### src/pie_pkg.sv
package pie_pkg;
    // ----------------------------------------
    // Sizes
    // ----------------------------------------
    localparam int PIE_NSRC = 20;
    localparam int PIE_NLVL = 7;
    // ----------------------------------------
    // Register indices, byte address is four times
    // ----------------------------------------
    localparam logic [16:0] PIE_IDX_SYSVEC = 17'h0701E;
    localparam logic [16:0] PIE_IDX_GRPB = 17'h07433;
    localparam logic [16:0] PIE_IDX_GRPC = 17'h07434;
    localparam logic [16:0] PIE_IDX_GMASK = 17'h00010;
    localparam logic [16:0] PIE_IDX_LMASK = 17'h00011;
    localparam logic [16:0] PIE_IDX_SRCEN = 17'h00012;
    localparam logic [16:0] PIE_IDX_PEND = 17'h00013;
    // ----------------------------------------
    // Field positions and reset values
    // ----------------------------------------
    localparam int PIE_GMASK_POS = 0;
    localparam logic PIE_GMASK_RST = 1'b1;
    localparam logic [6:0] PIE_LMASK_RST = 7'h00;
    localparam logic [19:0] PIE_SRCEN_RST = 20'h00000;
    localparam logic [15:0] PIE_VEC_RST = 16'h0000;
    localparam logic [1:0] PIE_RESP_OKAY = 2'h0;
    localparam logic [1:0] PIE_RESP_SLVERR = 2'h2;
    // ----------------------------------------
    // Vectors
    // ----------------------------------------
    localparam logic [15:0] PIE_PHANTOM = 16'h0000;
    localparam logic [15:0] PIE_TRAP_VEC = 16'h0022;
    localparam logic [15:0] PIE_SWI_BASE = 16'h0010;
    localparam logic [4:0] PIE_SWI_FIRST = 5'h08;
    localparam logic [4:0] PIE_SWI_LAST = 5'h10;
    localparam logic [2:0] PIE_LVL_GRPB = 3'h3;
    localparam logic [2:0] PIE_LVL_GRPC = 3'h4;
    localparam logic [2:0] PIE_LVL_SYS_LO = 3'h5;
    localparam logic [2:0] PIE_LVL_SYS_HI = 3'h6;
    localparam logic [15:0] PIE_LVL_VEC [PIE_NLVL] = '{16'h0002, 16'h0004, 16'h0006,
        16'h0008, 16'h000A, 16'h000C, 16'h000E};
    // Sources in overall priority order, best first
    localparam logic [2:0] PIE_SRC_LVL [PIE_NSRC] = '{3'h3, 3'h3, 3'h3, 3'h3, // see RULE_05
        3'h3, 3'h3, 3'h3, 3'h3, // see RULE_06
        3'h4, 3'h4, 3'h4, 3'h4, // see RULE_07
        3'h5, 3'h5, 3'h5, // see RULE_08
        3'h6, 3'h6, 3'h6, 3'h6, // see RULE_09 see RULE_10
        3'h7}; // see RULE_11
    localparam logic [15:0] PIE_SRC_OFF [PIE_NSRC] = '{16'h002B, 16'h002C, 16'h002D,
        16'h002E, 16'h002F, 16'h0030, 16'h0031, 16'h0032, 16'h0033, 16'h0034,
        16'h0035, 16'h0036, 16'h0005, 16'h0006, 16'h0007, 16'h0004, 16'h0001,
        16'h0011, 16'h001F, 16'h0000};
    // ----------------------------------------
    // Carriers
    // ----------------------------------------
    typedef struct packed {logic valid; logic [2:0] level;} pie_ack_t;
    typedef struct packed {logic valid; logic trap; logic [4:0] num;} pie_sw_t;
    typedef struct packed {logic valid; logic [15:0] addr;} pie_branch_t;
endpackage

### src/pie_pick.sv
`timescale 1ns/10ps
module pie_pick
    import pie_pkg::*;
(
    // Requests, index 0 best
    input wire logic [PIE_NSRC-1:0] req,
    // One-hot winner
    output logic [PIE_NSRC-1:0] grant,
    output logic any
);
    // ----------------------------------------
    // Lowest set bit wins
    // ----------------------------------------
    assign grant = req & (~req + 20'h00001); // see RULE_20
    assign any = |req;
endmodule

### src/pie_expander.sv
// How it works
// RULE_01: Each interrupt is requested, then acknowledged, then branched to its vector.
// RULE_02: Requests come from software or from pins and on-chip peripherals.
// RULE_03: Software and trap requests act at once; maskable ones need their enables. The code drops them when an acknowledge comes in the same cycle.
// RULE_04: After acknowledge the fixed vector location of the interrupt is issued.
// RULE_05: Timer-2 events use level 3, priorities 22-25, offsets 002Bh-002Eh.
// RULE_06: Timer-3 events use level 3, priorities 26-29, offsets 002Fh-0032h, group B.
// RULE_07: Captures 1-4 use level 4, priorities 30-33, offsets 0033h-0036h, group C.
// RULE_08: Serial, receiver, transmitter use level 5, offsets 0005h-0007h, system register.
// RULE_09: Converter done uses level 6, priority 37, offset 0004h, system register.
// RULE_10: External pins 1-3 use level 6, offsets 0001h, 0011h, 001Fh.
// RULE_11: Analysis interrupt is maskable, priority 41, vector 000Eh.
// RULE_12: Trap vectors to 0022h, unranked and unmasked.
// RULE_13: A phantom offset 0000h stands in for a real source offset.
// RULE_14: Software interrupts 8-16 vector to 0010h-0020h, unranked and unmasked.
// RULE_15: This block merges peripheral requests onto the maskable core levels.
// RULE_16: Global mask bit at 1 blocks all maskable requests.
// RULE_17: A level is serviced only while its level enable bit is 1.
// RULE_18: Global mask is set by reset and by every acknowledge except trap.
// RULE_19: Acknowledge with no answering source loads the phantom offset.
// RULE_20: Best pending enabled source of the acked level loads offset, gets cleared.
// RULE_21: A level request stands while an enabled mapped source is pending.
// RULE_22: Core gives a one-cycle level acknowledge, reads the vector after it.
//
// Our own choice: register access over AXI4-Lite.
`timescale 1ns/10ps
module pie_expander
    import pie_pkg::*;
(
    // Clock and reset
    input wire logic aclk,
    input wire logic aresetn,
    input wire logic ce,
    // Peripheral and pin sources
    input wire logic timer2_period_irq,
    input wire logic timer2_compare_irq,
    input wire logic timer2_underflow_irq,
    input wire logic timer2_overflow_irq,
    input wire logic timer3_period_irq,
    input wire logic timer3_compare_irq,
    input wire logic timer3_underflow_irq,
    input wire logic timer3_overflow_irq,
    input wire logic capture1_irq,
    input wire logic capture2_irq,
    input wire logic capture3_irq,
    input wire logic capture4_irq,
    input wire logic serial_periph_irq,
    input wire logic receiver_irq,
    input wire logic transmitter_irq,
    input wire logic converter_done_irq,
    input wire logic ext_pin1_irq,
    input wire logic ext_pin2_irq,
    input wire logic ext_pin3_irq,
    input wire logic analysis_irq,
    // Core side
    input wire pie_pkg::pie_ack_t ack,
    input wire pie_pkg::pie_sw_t sw,
    output logic [6:0] level_req,
    output pie_pkg::pie_branch_t branch,
    output logic global_mask_bit,
    // AXI4-Lite
    input wire logic [31:0] awaddr,
    input wire logic awvalid,
    output logic awready,
    input wire logic [31:0] wdata,
    input wire logic [3:0] wstrb,
    input wire logic wvalid,
    output logic wready,
    output logic [1:0] bresp,
    output logic bvalid,
    input wire logic bready,
    input wire logic [31:0] araddr,
    input wire logic arvalid,
    output logic arready,
    output logic [31:0] rdata,
    output logic [1:0] rresp,
    output logic rvalid,
    input wire logic rready
);
    import pie_pkg::*;

    // ----------------------------------------
    // Sources and pending flags
    // ----------------------------------------
    wire [PIE_NSRC-1:0] src_in = {analysis_irq, ext_pin3_irq, ext_pin2_irq, ext_pin1_irq,
        converter_done_irq, transmitter_irq, receiver_irq, serial_periph_irq,
        capture4_irq, capture3_irq, capture2_irq, capture1_irq,
        timer3_overflow_irq, timer3_underflow_irq, timer3_compare_irq, timer3_period_irq,
        timer2_overflow_irq, timer2_underflow_irq, timer2_compare_irq,
        timer2_period_irq}; // see RULE_02
    logic [PIE_NSRC-1:0] pend_reg;
    logic [PIE_NSRC-1:0] srcen_reg;
    logic [6:0] lmask_reg;
    logic gmask_reg;
    logic [15:0] sysvec_reg;
    logic [15:0] grpb_reg;
    logic [15:0] grpc_reg;
    wire [PIE_NSRC-1:0] live = pend_reg & srcen_reg;
    wire [PIE_NSRC-1:0] lvl_map [1:PIE_NLVL];
    wire [15:0] off_term [PIE_NSRC];
    wire [PIE_NSRC-1:0] grant;
    wire win_any;

    genvar gi;
    genvar gl;
    generate
        for (gl = 1; gl <= PIE_NLVL; gl++)
        begin : g_lvl
            for (gi = 0; gi < PIE_NSRC; gi++)
            begin : g_map
                assign lvl_map[gl][gi] = PIE_SRC_LVL[gi] == 3'(gl);
            end
        end
        for (gi = 0; gi < PIE_NSRC; gi++)
        begin : g_off
            assign off_term[gi] = grant[gi] ? PIE_SRC_OFF[gi] : 16'h0000;
        end
    endgenerate

    // ----------------------------------------
    // Acknowledge decode
    // ----------------------------------------
    wire ack_ok = ce && ack.valid && ack.level != 3'h0; // see RULE_22
    wire [PIE_NSRC-1:0] ack_map = (ack.level == 3'h0) ? '0 : lvl_map[ack.level];
    wire [PIE_NSRC-1:0] sel_req = ack_ok ? (live & ack_map) : '0;
    wire sw_go = ce && sw.valid && !ack_ok; // see RULE_03
    wire swi_in = sw.num >= PIE_SWI_FIRST && sw.num <= PIE_SWI_LAST;
    wire [4:0] swi_rel = sw.num - PIE_SWI_FIRST;
    wire [15:0] swi_addr = PIE_SWI_BASE + {10'h000, swi_rel, 1'b0}; // see RULE_14
    wire sw_fire = sw_go && (sw.trap || swi_in);

    pie_pick u_pick
    (
        .req(sel_req),
        .grant(grant),
        .any(win_any)
    );

    logic [15:0] off_sel;
    always_comb
    begin
        off_sel = 16'h0000;
        for (int i = 0; i < PIE_NSRC; i++)
        begin
            off_sel = off_sel | off_term[i];
        end
    end
    // No answering source leaves the phantom offset
    wire [15:0] vec_load = win_any ? off_sel : PIE_PHANTOM; // see RULE_19 see RULE_13
    wire load_b = ack_ok && ack.level == PIE_LVL_GRPB; // see RULE_05 see RULE_06
    wire load_c = ack_ok && ack.level == PIE_LVL_GRPC; // see RULE_07
    wire load_sys = ack_ok && (ack.level == PIE_LVL_SYS_LO
        || ack.level == PIE_LVL_SYS_HI); // see RULE_08 see RULE_09 see RULE_10

    // ----------------------------------------
    // Level requests
    // ----------------------------------------
    wire [6:0] lvl_next;
    generate
        for (gl = 1; gl <= PIE_NLVL; gl++)
        begin : g_req
            // Levels 1 and 2 carry no sources here and stay low
            assign lvl_next[gl-1] = !gmask_reg && lmask_reg[gl-1]
                && |(live & lvl_map[gl]); // see RULE_15 see RULE_16 see RULE_17 see RULE_21
        end
    endgenerate

    // ----------------------------------------
    // AXI4-Lite slave
    // ----------------------------------------
    logic aw_hold_reg;
    logic w_hold_reg;
    logic [31:0] awaddr_reg;
    logic [31:0] wdata_reg;
    logic [3:0] wstrb_reg;
    wire aw_fire = awvalid && awready;
    wire w_fire = wvalid && wready;
    wire aw_have = aw_hold_reg || aw_fire;
    wire w_have = w_hold_reg || w_fire;
    wire do_wr = aw_have && w_have;
    wire [31:0] wa = aw_fire ? awaddr : awaddr_reg;
    wire [31:0] wd = w_fire ? wdata : wdata_reg;
    wire [3:0] ws = w_fire ? wstrb : wstrb_reg;
    wire [31:0] wmask = {{8{ws[3]}}, {8{ws[2]}}, {8{ws[1]}}, {8{ws[0]}}};
    wire wa_ok = wa[31:19] == 13'h0000 && wa[1:0] == 2'b00;
    wire wr_gmask = do_wr && wa_ok && wa[18:2] == PIE_IDX_GMASK;
    wire wr_lmask = do_wr && wa_ok && wa[18:2] == PIE_IDX_LMASK;
    wire wr_srcen = do_wr && wa_ok && wa[18:2] == PIE_IDX_SRCEN;
    // Vector and pending registers are read-only, writes ignored
    wire wr_ro = do_wr && wa_ok && (wa[18:2] == PIE_IDX_SYSVEC
        || wa[18:2] == PIE_IDX_GRPB || wa[18:2] == PIE_IDX_GRPC
        || wa[18:2] == PIE_IDX_PEND);
    wire wr_hit = wr_gmask || wr_lmask || wr_srcen || wr_ro;
    wire [31:0] gm_old = {31'h0, gmask_reg};
    wire [31:0] gm_new = (gm_old & ~wmask) | (wd & wmask);
    wire [31:0] lm_new = ({25'h0, lmask_reg} & ~wmask) | (wd & wmask);
    wire [31:0] se_new = ({12'h000, srcen_reg} & ~wmask) | (wd & wmask);
    wire bvalid_next = do_wr || (bvalid && !bready);
    wire aw_hold_next = aw_have && !do_wr;
    wire w_hold_next = w_have && !do_wr;

    wire ar_fire = arvalid && arready;
    wire ra_ok = araddr[31:19] == 13'h0000 && araddr[1:0] == 2'b00;
    wire [16:0] ri = araddr[18:2];
    wire rvalid_next = ar_fire || (rvalid && !rready);
    wire r_hit = ra_ok && (ri == PIE_IDX_SYSVEC || ri == PIE_IDX_GRPB
        || ri == PIE_IDX_GRPC || ri == PIE_IDX_GMASK || ri == PIE_IDX_LMASK
        || ri == PIE_IDX_SRCEN || ri == PIE_IDX_PEND);
    logic [31:0] rd_mux;
    always_comb
    begin
        if (!ra_ok)
            rd_mux = 32'h00000000;
        else if (ri == PIE_IDX_SYSVEC)
            rd_mux = {16'h0000, sysvec_reg};
        else if (ri == PIE_IDX_GRPB)
            rd_mux = {16'h0000, grpb_reg};
        else if (ri == PIE_IDX_GRPC)
            rd_mux = {16'h0000, grpc_reg};
        else if (ri == PIE_IDX_GMASK)
            rd_mux = {31'h0, gmask_reg};
        else if (ri == PIE_IDX_LMASK)
            rd_mux = {25'h0, lmask_reg};
        else if (ri == PIE_IDX_SRCEN)
            rd_mux = {12'h000, srcen_reg};
        else if (ri == PIE_IDX_PEND)
            rd_mux = {12'h000, pend_reg};
        else
            rd_mux = 32'h00000000;
    end

    // ----------------------------------------
    // State
    // ----------------------------------------
    always_ff @(posedge aclk)
    begin
        if (!aresetn)
        begin
            pend_reg <= '0;
            srcen_reg <= PIE_SRCEN_RST;
            lmask_reg <= PIE_LMASK_RST;
            gmask_reg <= PIE_GMASK_RST; // see RULE_18
            sysvec_reg <= PIE_VEC_RST;
            grpb_reg <= PIE_VEC_RST;
            grpc_reg <= PIE_VEC_RST;
            level_req <= 7'h00;
            branch <= '0;
            global_mask_bit <= PIE_GMASK_RST;
        end
        else if (ce)
        begin
            // New event wins over the acknowledge clear
            pend_reg <= src_in | (pend_reg & ~grant); // see RULE_01 see RULE_20
            if (wr_srcen)
                srcen_reg <= se_new[PIE_NSRC-1:0];
            if (wr_lmask)
                lmask_reg <= lm_new[6:0];
            // Hardware set beats a software clear in the same cycle
            if (ack_ok || (sw_fire && !sw.trap))
                gmask_reg <= 1'b1; // see RULE_18 see RULE_12
            else if (wr_gmask)
                gmask_reg <= gm_new[PIE_GMASK_POS];
            global_mask_bit <= (ack_ok || (sw_fire && !sw.trap)) ? 1'b1
                : (wr_gmask ? gm_new[PIE_GMASK_POS] : gmask_reg);
            if (load_sys)
                sysvec_reg <= vec_load;
            if (load_b)
                grpb_reg <= vec_load;
            if (load_c)
                grpc_reg <= vec_load;
            level_req <= lvl_next;
            branch.valid <= ack_ok || sw_fire; // see RULE_04
            if (ack_ok)
                branch.addr <= PIE_LVL_VEC[ack.level - 3'h1]; // see RULE_04 see RULE_11
            else if (sw_fire)
                branch.addr <= sw.trap ? PIE_TRAP_VEC : swi_addr; // see RULE_12 see RULE_14
        end
    end

    always_ff @(posedge aclk)
    begin
        if (!aresetn)
        begin
            aw_hold_reg <= 1'b0;
            w_hold_reg <= 1'b0;
            awaddr_reg <= 32'h00000000;
            wdata_reg <= 32'h00000000;
            wstrb_reg <= 4'h0;
            awready <= 1'b0;
            wready <= 1'b0;
            bvalid <= 1'b0;
            bresp <= PIE_RESP_OKAY;
            arready <= 1'b0;
            rvalid <= 1'b0;
            rdata <= 32'h00000000;
            rresp <= PIE_RESP_OKAY;
        end
        else if (ce)
        begin
            aw_hold_reg <= aw_hold_next;
            w_hold_reg <= w_hold_next;
            if (aw_fire)
                awaddr_reg <= awaddr;
            if (w_fire)
            begin
                wdata_reg <= wdata;
                wstrb_reg <= wstrb;
            end
            awready <= !aw_hold_next && !bvalid_next;
            wready <= !w_hold_next && !bvalid_next;
            bvalid <= bvalid_next;
            if (do_wr)
                bresp <= wr_hit ? PIE_RESP_OKAY : PIE_RESP_SLVERR;
            arready <= !rvalid_next;
            rvalid <= rvalid_next;
            if (ar_fire)
            begin
                rdata <= rd_mux;
                rresp <= r_hit ? PIE_RESP_OKAY : PIE_RESP_SLVERR;
            end
        end
    end
endmodule

### config.mk
export PLATFORM = sky130hd
export DESIGN_NAME = pie_expander
export DESIGN_NICKNAME = d
export VERILOG_FILES = /design/src/pie_pkg.sv /design/src/pie_pick.sv /design/src/pie_expander.sv
export SDC_FILE = /design/constraint.sdc
export NUM_CORES = 1
export LEC_CHECK = 0
export BUFFER_PORTS_ARGS = -buffer_cell sky130_fd_sc_hd__buf_2
export CORE_MARGIN = 4
export CORE_UTILIZATION = 48
export DETAILED_ROUTE_END_ITERATION = 8
export PLACE_DENSITY = 0.79
export SLEW_MARGIN = 10
export SYNTH_ARGS = -nofsm -noshare
export SYNTH_HDL_FRONTEND = slang
export SYNTH_SLANG_ARGS = --single-unit
### constraint.sdc
create_clock -name aclk -period 2.09 [get_ports aclk]
set_input_delay 0.209 -clock aclk [delete_from_list [all_inputs] [get_ports aclk]]
set_output_delay 0.209 -clock aclk [all_outputs]
set_load 0.02 [all_outputs]
# Word-level counts from Yosys, hierarchy flattened

Memory sizes are Yosys's and may differ from the RTL's.
Index checks and enable logic that the tools add are counted.
Widths: inputs -> output; s select.

Input port bits: 139
ROM bits: 288
Bits in registers: 229
Output and inout bits: 66
Memories: 2

Mux-type cells: 44
Equal/unequal tests: 18
$lt $le $gt $ge: 4
Bitwise gates (word level): 35
Add/subtract/negate cells: 4
Reduce and logical (&&, ||, !) cells: 90

Memory list:

| memory          | words | bits a word | read ports | clocked after memory_dff | wr ports | RTL line            | text |
|---|---|---|---|---|---|---|---|
| (no name shown) | 8     | 20          | 1          | 0                        | 0        | pie_expander.sv:124 | `wire [PIE_NSRC-1:0] ack_map = (ack.level == 3'h0) ? '0 : lvl_map[ack.level];` |
| (no name shown) | 8     | 16          | 1          | 0                        | 0        | pie_expander.sv:274 | `branch.addr <= PIE_LVL_VEC[ack.level - 3'h1];` |

Operators with widths:

| operator              | count |
|---|---|
| $mux 20               | 12 |
| $eq 17x5->1 const B   | 8 |
| $and 20x20->20        | 6 |
| $eq 17x15->1 const B  | 6 |
| $mux 6                | 13 |
| $or 6x6->6            | 11 |
| $mux 16               | 4 |
| $mux 32               | 2 |
| $not 20->20           | 3 |
| $or 20x20->20         | 2 |
| $logic_and 1x1->1     | 38 |
| $logic_not 13->1      | 2 |
| $or 6x3->6            | 4 |
| $add 20x1->20 const B | 1 |
| $logic_or 1x1->1      | 20 |
| $reduce_or 20->1      | 1 |
| $reduce_and 2->1      | 9 |
| $mux 3                | 4 |
| $or 6x5->6            | 2 |
| $logic_not 1->1       | 10 |
| $mux 5                | 2 |
| $eq 3x3->1 const B    | 3 |
| $ge 4x4->1 const B    | 2 |
| $not 3->4             | 2 |
| other kinds (22)      | 28 |

# Logic depth before layout (Yosys ltp)

Depth in word-level cells: 30
Mapped depth: 9

# Hierarchy

From an unflattened synthesis, not the netlist that was laid out.

Cell total of the unflattened synthesis: 1,019
Area total of the unflattened synthesis: 8,079.0 µm²

By module, submodules not included:

| module       | times used | cells an instance | seq. area each (µm²) | area an instance (µm²) |
|---|---|---|---|---|
| pie_expander | 1          | 982               | 3,243.1              | 7,823.8 |
| pie_pick     | 1          | 37                | 0.0                  | 255.2 |

# Worst setup path after synthesis

OpenSTA, ideal clock, no wires.

Path kind: reg2reg
Start point: register wready
End point: register with a tool-made name
Data arrival time: 1,965 ps
Library setup time: 128 ps
Buffers on the path: 1
Required time: 1,962 ps
Setup slack: -3 ps
Cell stages (with the launch flop): 8
Cell sequence: dfxtp_1 -> clkbuf_1 -> a21oi_1 -> or4_4 -> o22ai_4 -> nand4_4 -> mux2i_1 -> nor2_1

RTL lines:

| item                     | RTL line            | text |
|---|---|---|
| start: declaration       | pie_expander.sv:68  | `output logic wready,` |
| start signal: assignment | pie_expander.sv:310 | `wready <= !w_hold_next && !bvalid_next;` |

==> reports/metrics.cfg <==
[power]
p_per_area_mw_per_mm2=739
vdd_drop_max_mv=0.627
leakage_uw=0.00435

[clock_tree]
root_buffer=clkbuf_16
cts_sinks=162
htreeDepth=4
clockBufferDepth=2
tritoncts=done
cts_hold_buf=0
clkTransAtPathRegs_ns=0.06
clock_latency_ns=0.43
cts_buffers=17

[synth]
synth_warnings=0
syn_area_per_cell_um2=8.03
synth_area_mm2=0.00794
yosys.area.top_type=dfxtp_1
ys_seq_area_share_pct=40.8
synth_cells=989
yosysUniqueCellTypes=70
synth_area_leaders=dfxtp_1 (41%), nand2_1 (9.6%), a21oi_1 (6.1%)
synth_seq_cells=162
synth_edf_count=0
synthArstFlopShare_pct=0
synth_top_area_share_pct=40.8
synthFlopType=dfxtp_1

[floorplanning]
die_area_mm2=0.0187
rows=46
initial_core_util_pct=49.5
io_pins=205
core_area_mm2=0.0161
die_width_um=137
die_h_um=137

[setup_path]
required_ns=2.39
worstPathCellList=or4_1 -> nor4_2 -> a22o_1 -> buf_12 -> nand4_4 -> mux2i_1 -> nor2_1
cp-start-kind=flop
cpPeakStageDelay_ns=0.57
cp-end-kind=flop
critPathMaxFanout=8
slowest_stage=or4_1
worst_ep_arrival_time_ns=2.45
path_class=reg -> reg

[grt]
antenna_found_initial=2
grt_pass1_wl_mm=38.6
grt_max_degree=45
grt_pass1_vias=7657
gr-usage-all-layers_pct=26.1
grt-ovfl-total=0

[detailed_routing]
firstDrtPassIters=5
drc_errors=0
drtIter0Drc=855
post_drt_wl_per_cell_um=17.2
ant_nets=0
vias=8119
wl_mm=24.7
viasPerCell=5.66

[status]
status=complete, but fails checks
violations=setup timing

[timing]
setup_viol=12
maxSlewHeadroom_pct=56.4
fmax_ghz=0.466
finalCriticalPeriod_ns=2.15
hold_viol_final=0
rsz0062_at_grt=yes
report.final.slew_viol_count=0
fin_tns_setup_ns=-0.356
worstMarginPinSlew_ns=0.654
setup_slack_ns=-0.0563
fin_crit_sh_pct=103
fin_skew_ns=0.0108

[finish]
finalNetCount=1348
area_growth_pct=27.5
layout_commonest_cell=nand2_1
drive_above_1_share_pct=26.8
nFillCells=1364
fin_area_mm2=0.0101
final_cell_mix=nand2_1 (203), buf_2 (165), dfxtp_1 (161)

[hold_path]
min_path_type=in -> reg

[placed_design]
routabilityCongestion=0.955
dpl-instance-area_mm2=0.00936
io_buffers=165
place_hpwl_mm=18.3
pre_cts_ws_ns=-0.152

[job]
maxCapViolations=0

final cells by class:
class | count | area [um^2] | area share [%]
Antenna cell | 3 | 7.51 | 0.0741
Clock buffer | 21 | 450 | 4.45
Clock inverter | 10 | 206 | 2.04
Inverter | 14 | 53.8 | 0.531
Multi-Input combinational cell | 759 | 4420 | 43.6
Sequential cell | 162 | 3240 | 32.0
Tap cell | 216 | 270 | 2.67
Timing Repair Buffer | 249 | 1480 | 14.6
layer usage:
layer | up-vias | GRT usage [%] | wire length, um | share of wire (%)
met5 | - | 0 | 10 | 0.040
met4 | 2 | 12.2 | 860 | 3.5
met3 | 69 | 5.70 | 2160 | 8.8
met2 | 380 | 41.0 | 11500 | 47
met1 | 3772 | 34.1 | 10200 | 41
li1 | 3896 | - | - | -
synth_stat cells, drive strengths merged, types with 7 or more instances:
cell type	count
nand2	203
dfxtp	162
a21oi	98
nor2	89
o21ai	47
clkbuf	45
mux2i	44
buf	34
nand3	30
mux2	26
a22oi	24
nor4	19
nor3	18
nand4	17
inv	14
a31oi	7
nand2b	7
critical path: cells and delay by family (launching register included):
| family | cells | cell delay [ns] |
|---|---|---|
| flip-flops | 1 | 0.32 |
| AO/OA/AOI/OAI | 1 | 0.24 |
| multiplexers | 1 | 0.23 |
| AND/OR/NAND/NOR | 4 | 1.09 |
| buffers and inverters | 1 | 0.14 |
cell families after synthesis:
logic type,share of synthesized area [%]
other cells,0.0472
compound gates,17.1
simple gates,25.4
flops,40.8
fa+ha+maj,0.945
mux,9.51
buf+inv,5.69
xor+xnor,0.441
final timing paths:
check / start / endpoint / slack [ns] / cells past startpoint
max: awaddr_reg[14]$_SDFFE_PN0P_ / flop / -0.06 / 7
min: awaddr[9] / awaddr_reg[9]$_SDFFE_PN0P_ / 0.02 / 3
max reg2reg: awaddr_reg[14]$_SDFFE_PN0P_ / flop / -0.06 / 7
min reg2reg: rdata[2]$_SDFFE_PN0P_ / rdata[2]$_SDFFE_PN0P_ / 0.44 / 2
power by group:
part	leakage (uW)	total (uW)	switching [uW]	internal, uW
Combinational	0.00272	752	447	306
Clock	0.000317	3510	1240	2260
Sequential	0.00131	3230	62.9	3160
Total	0.00435	7480	1750	5730
through the flow:
step,total power [uW],instances,hold slack (ns),util (%)
floorplan,3710,1014,0.345,-
global placement,4000,1396,0.435,58.3
detailed placement,4010,1396,0.438,58.3
CTS,7500,1428,0.00828,62.6
global route,7720,1432,0.0247,63.1
finish,7480,1434,0.0219,63.1
what timing repair did:
| action | 4_1_cts | 5_1_grt |
|---|---|---|
| pin swaps | 1 | 4 |
| resized for setup | 3 | 12 |
| setup buffers | 1 | 3 |
| endpoints found under the setup margin | 20 | 35 |
| gates cloned | 0 | 0 |
No activity file was read; power rests on OpenSTA's default activity.
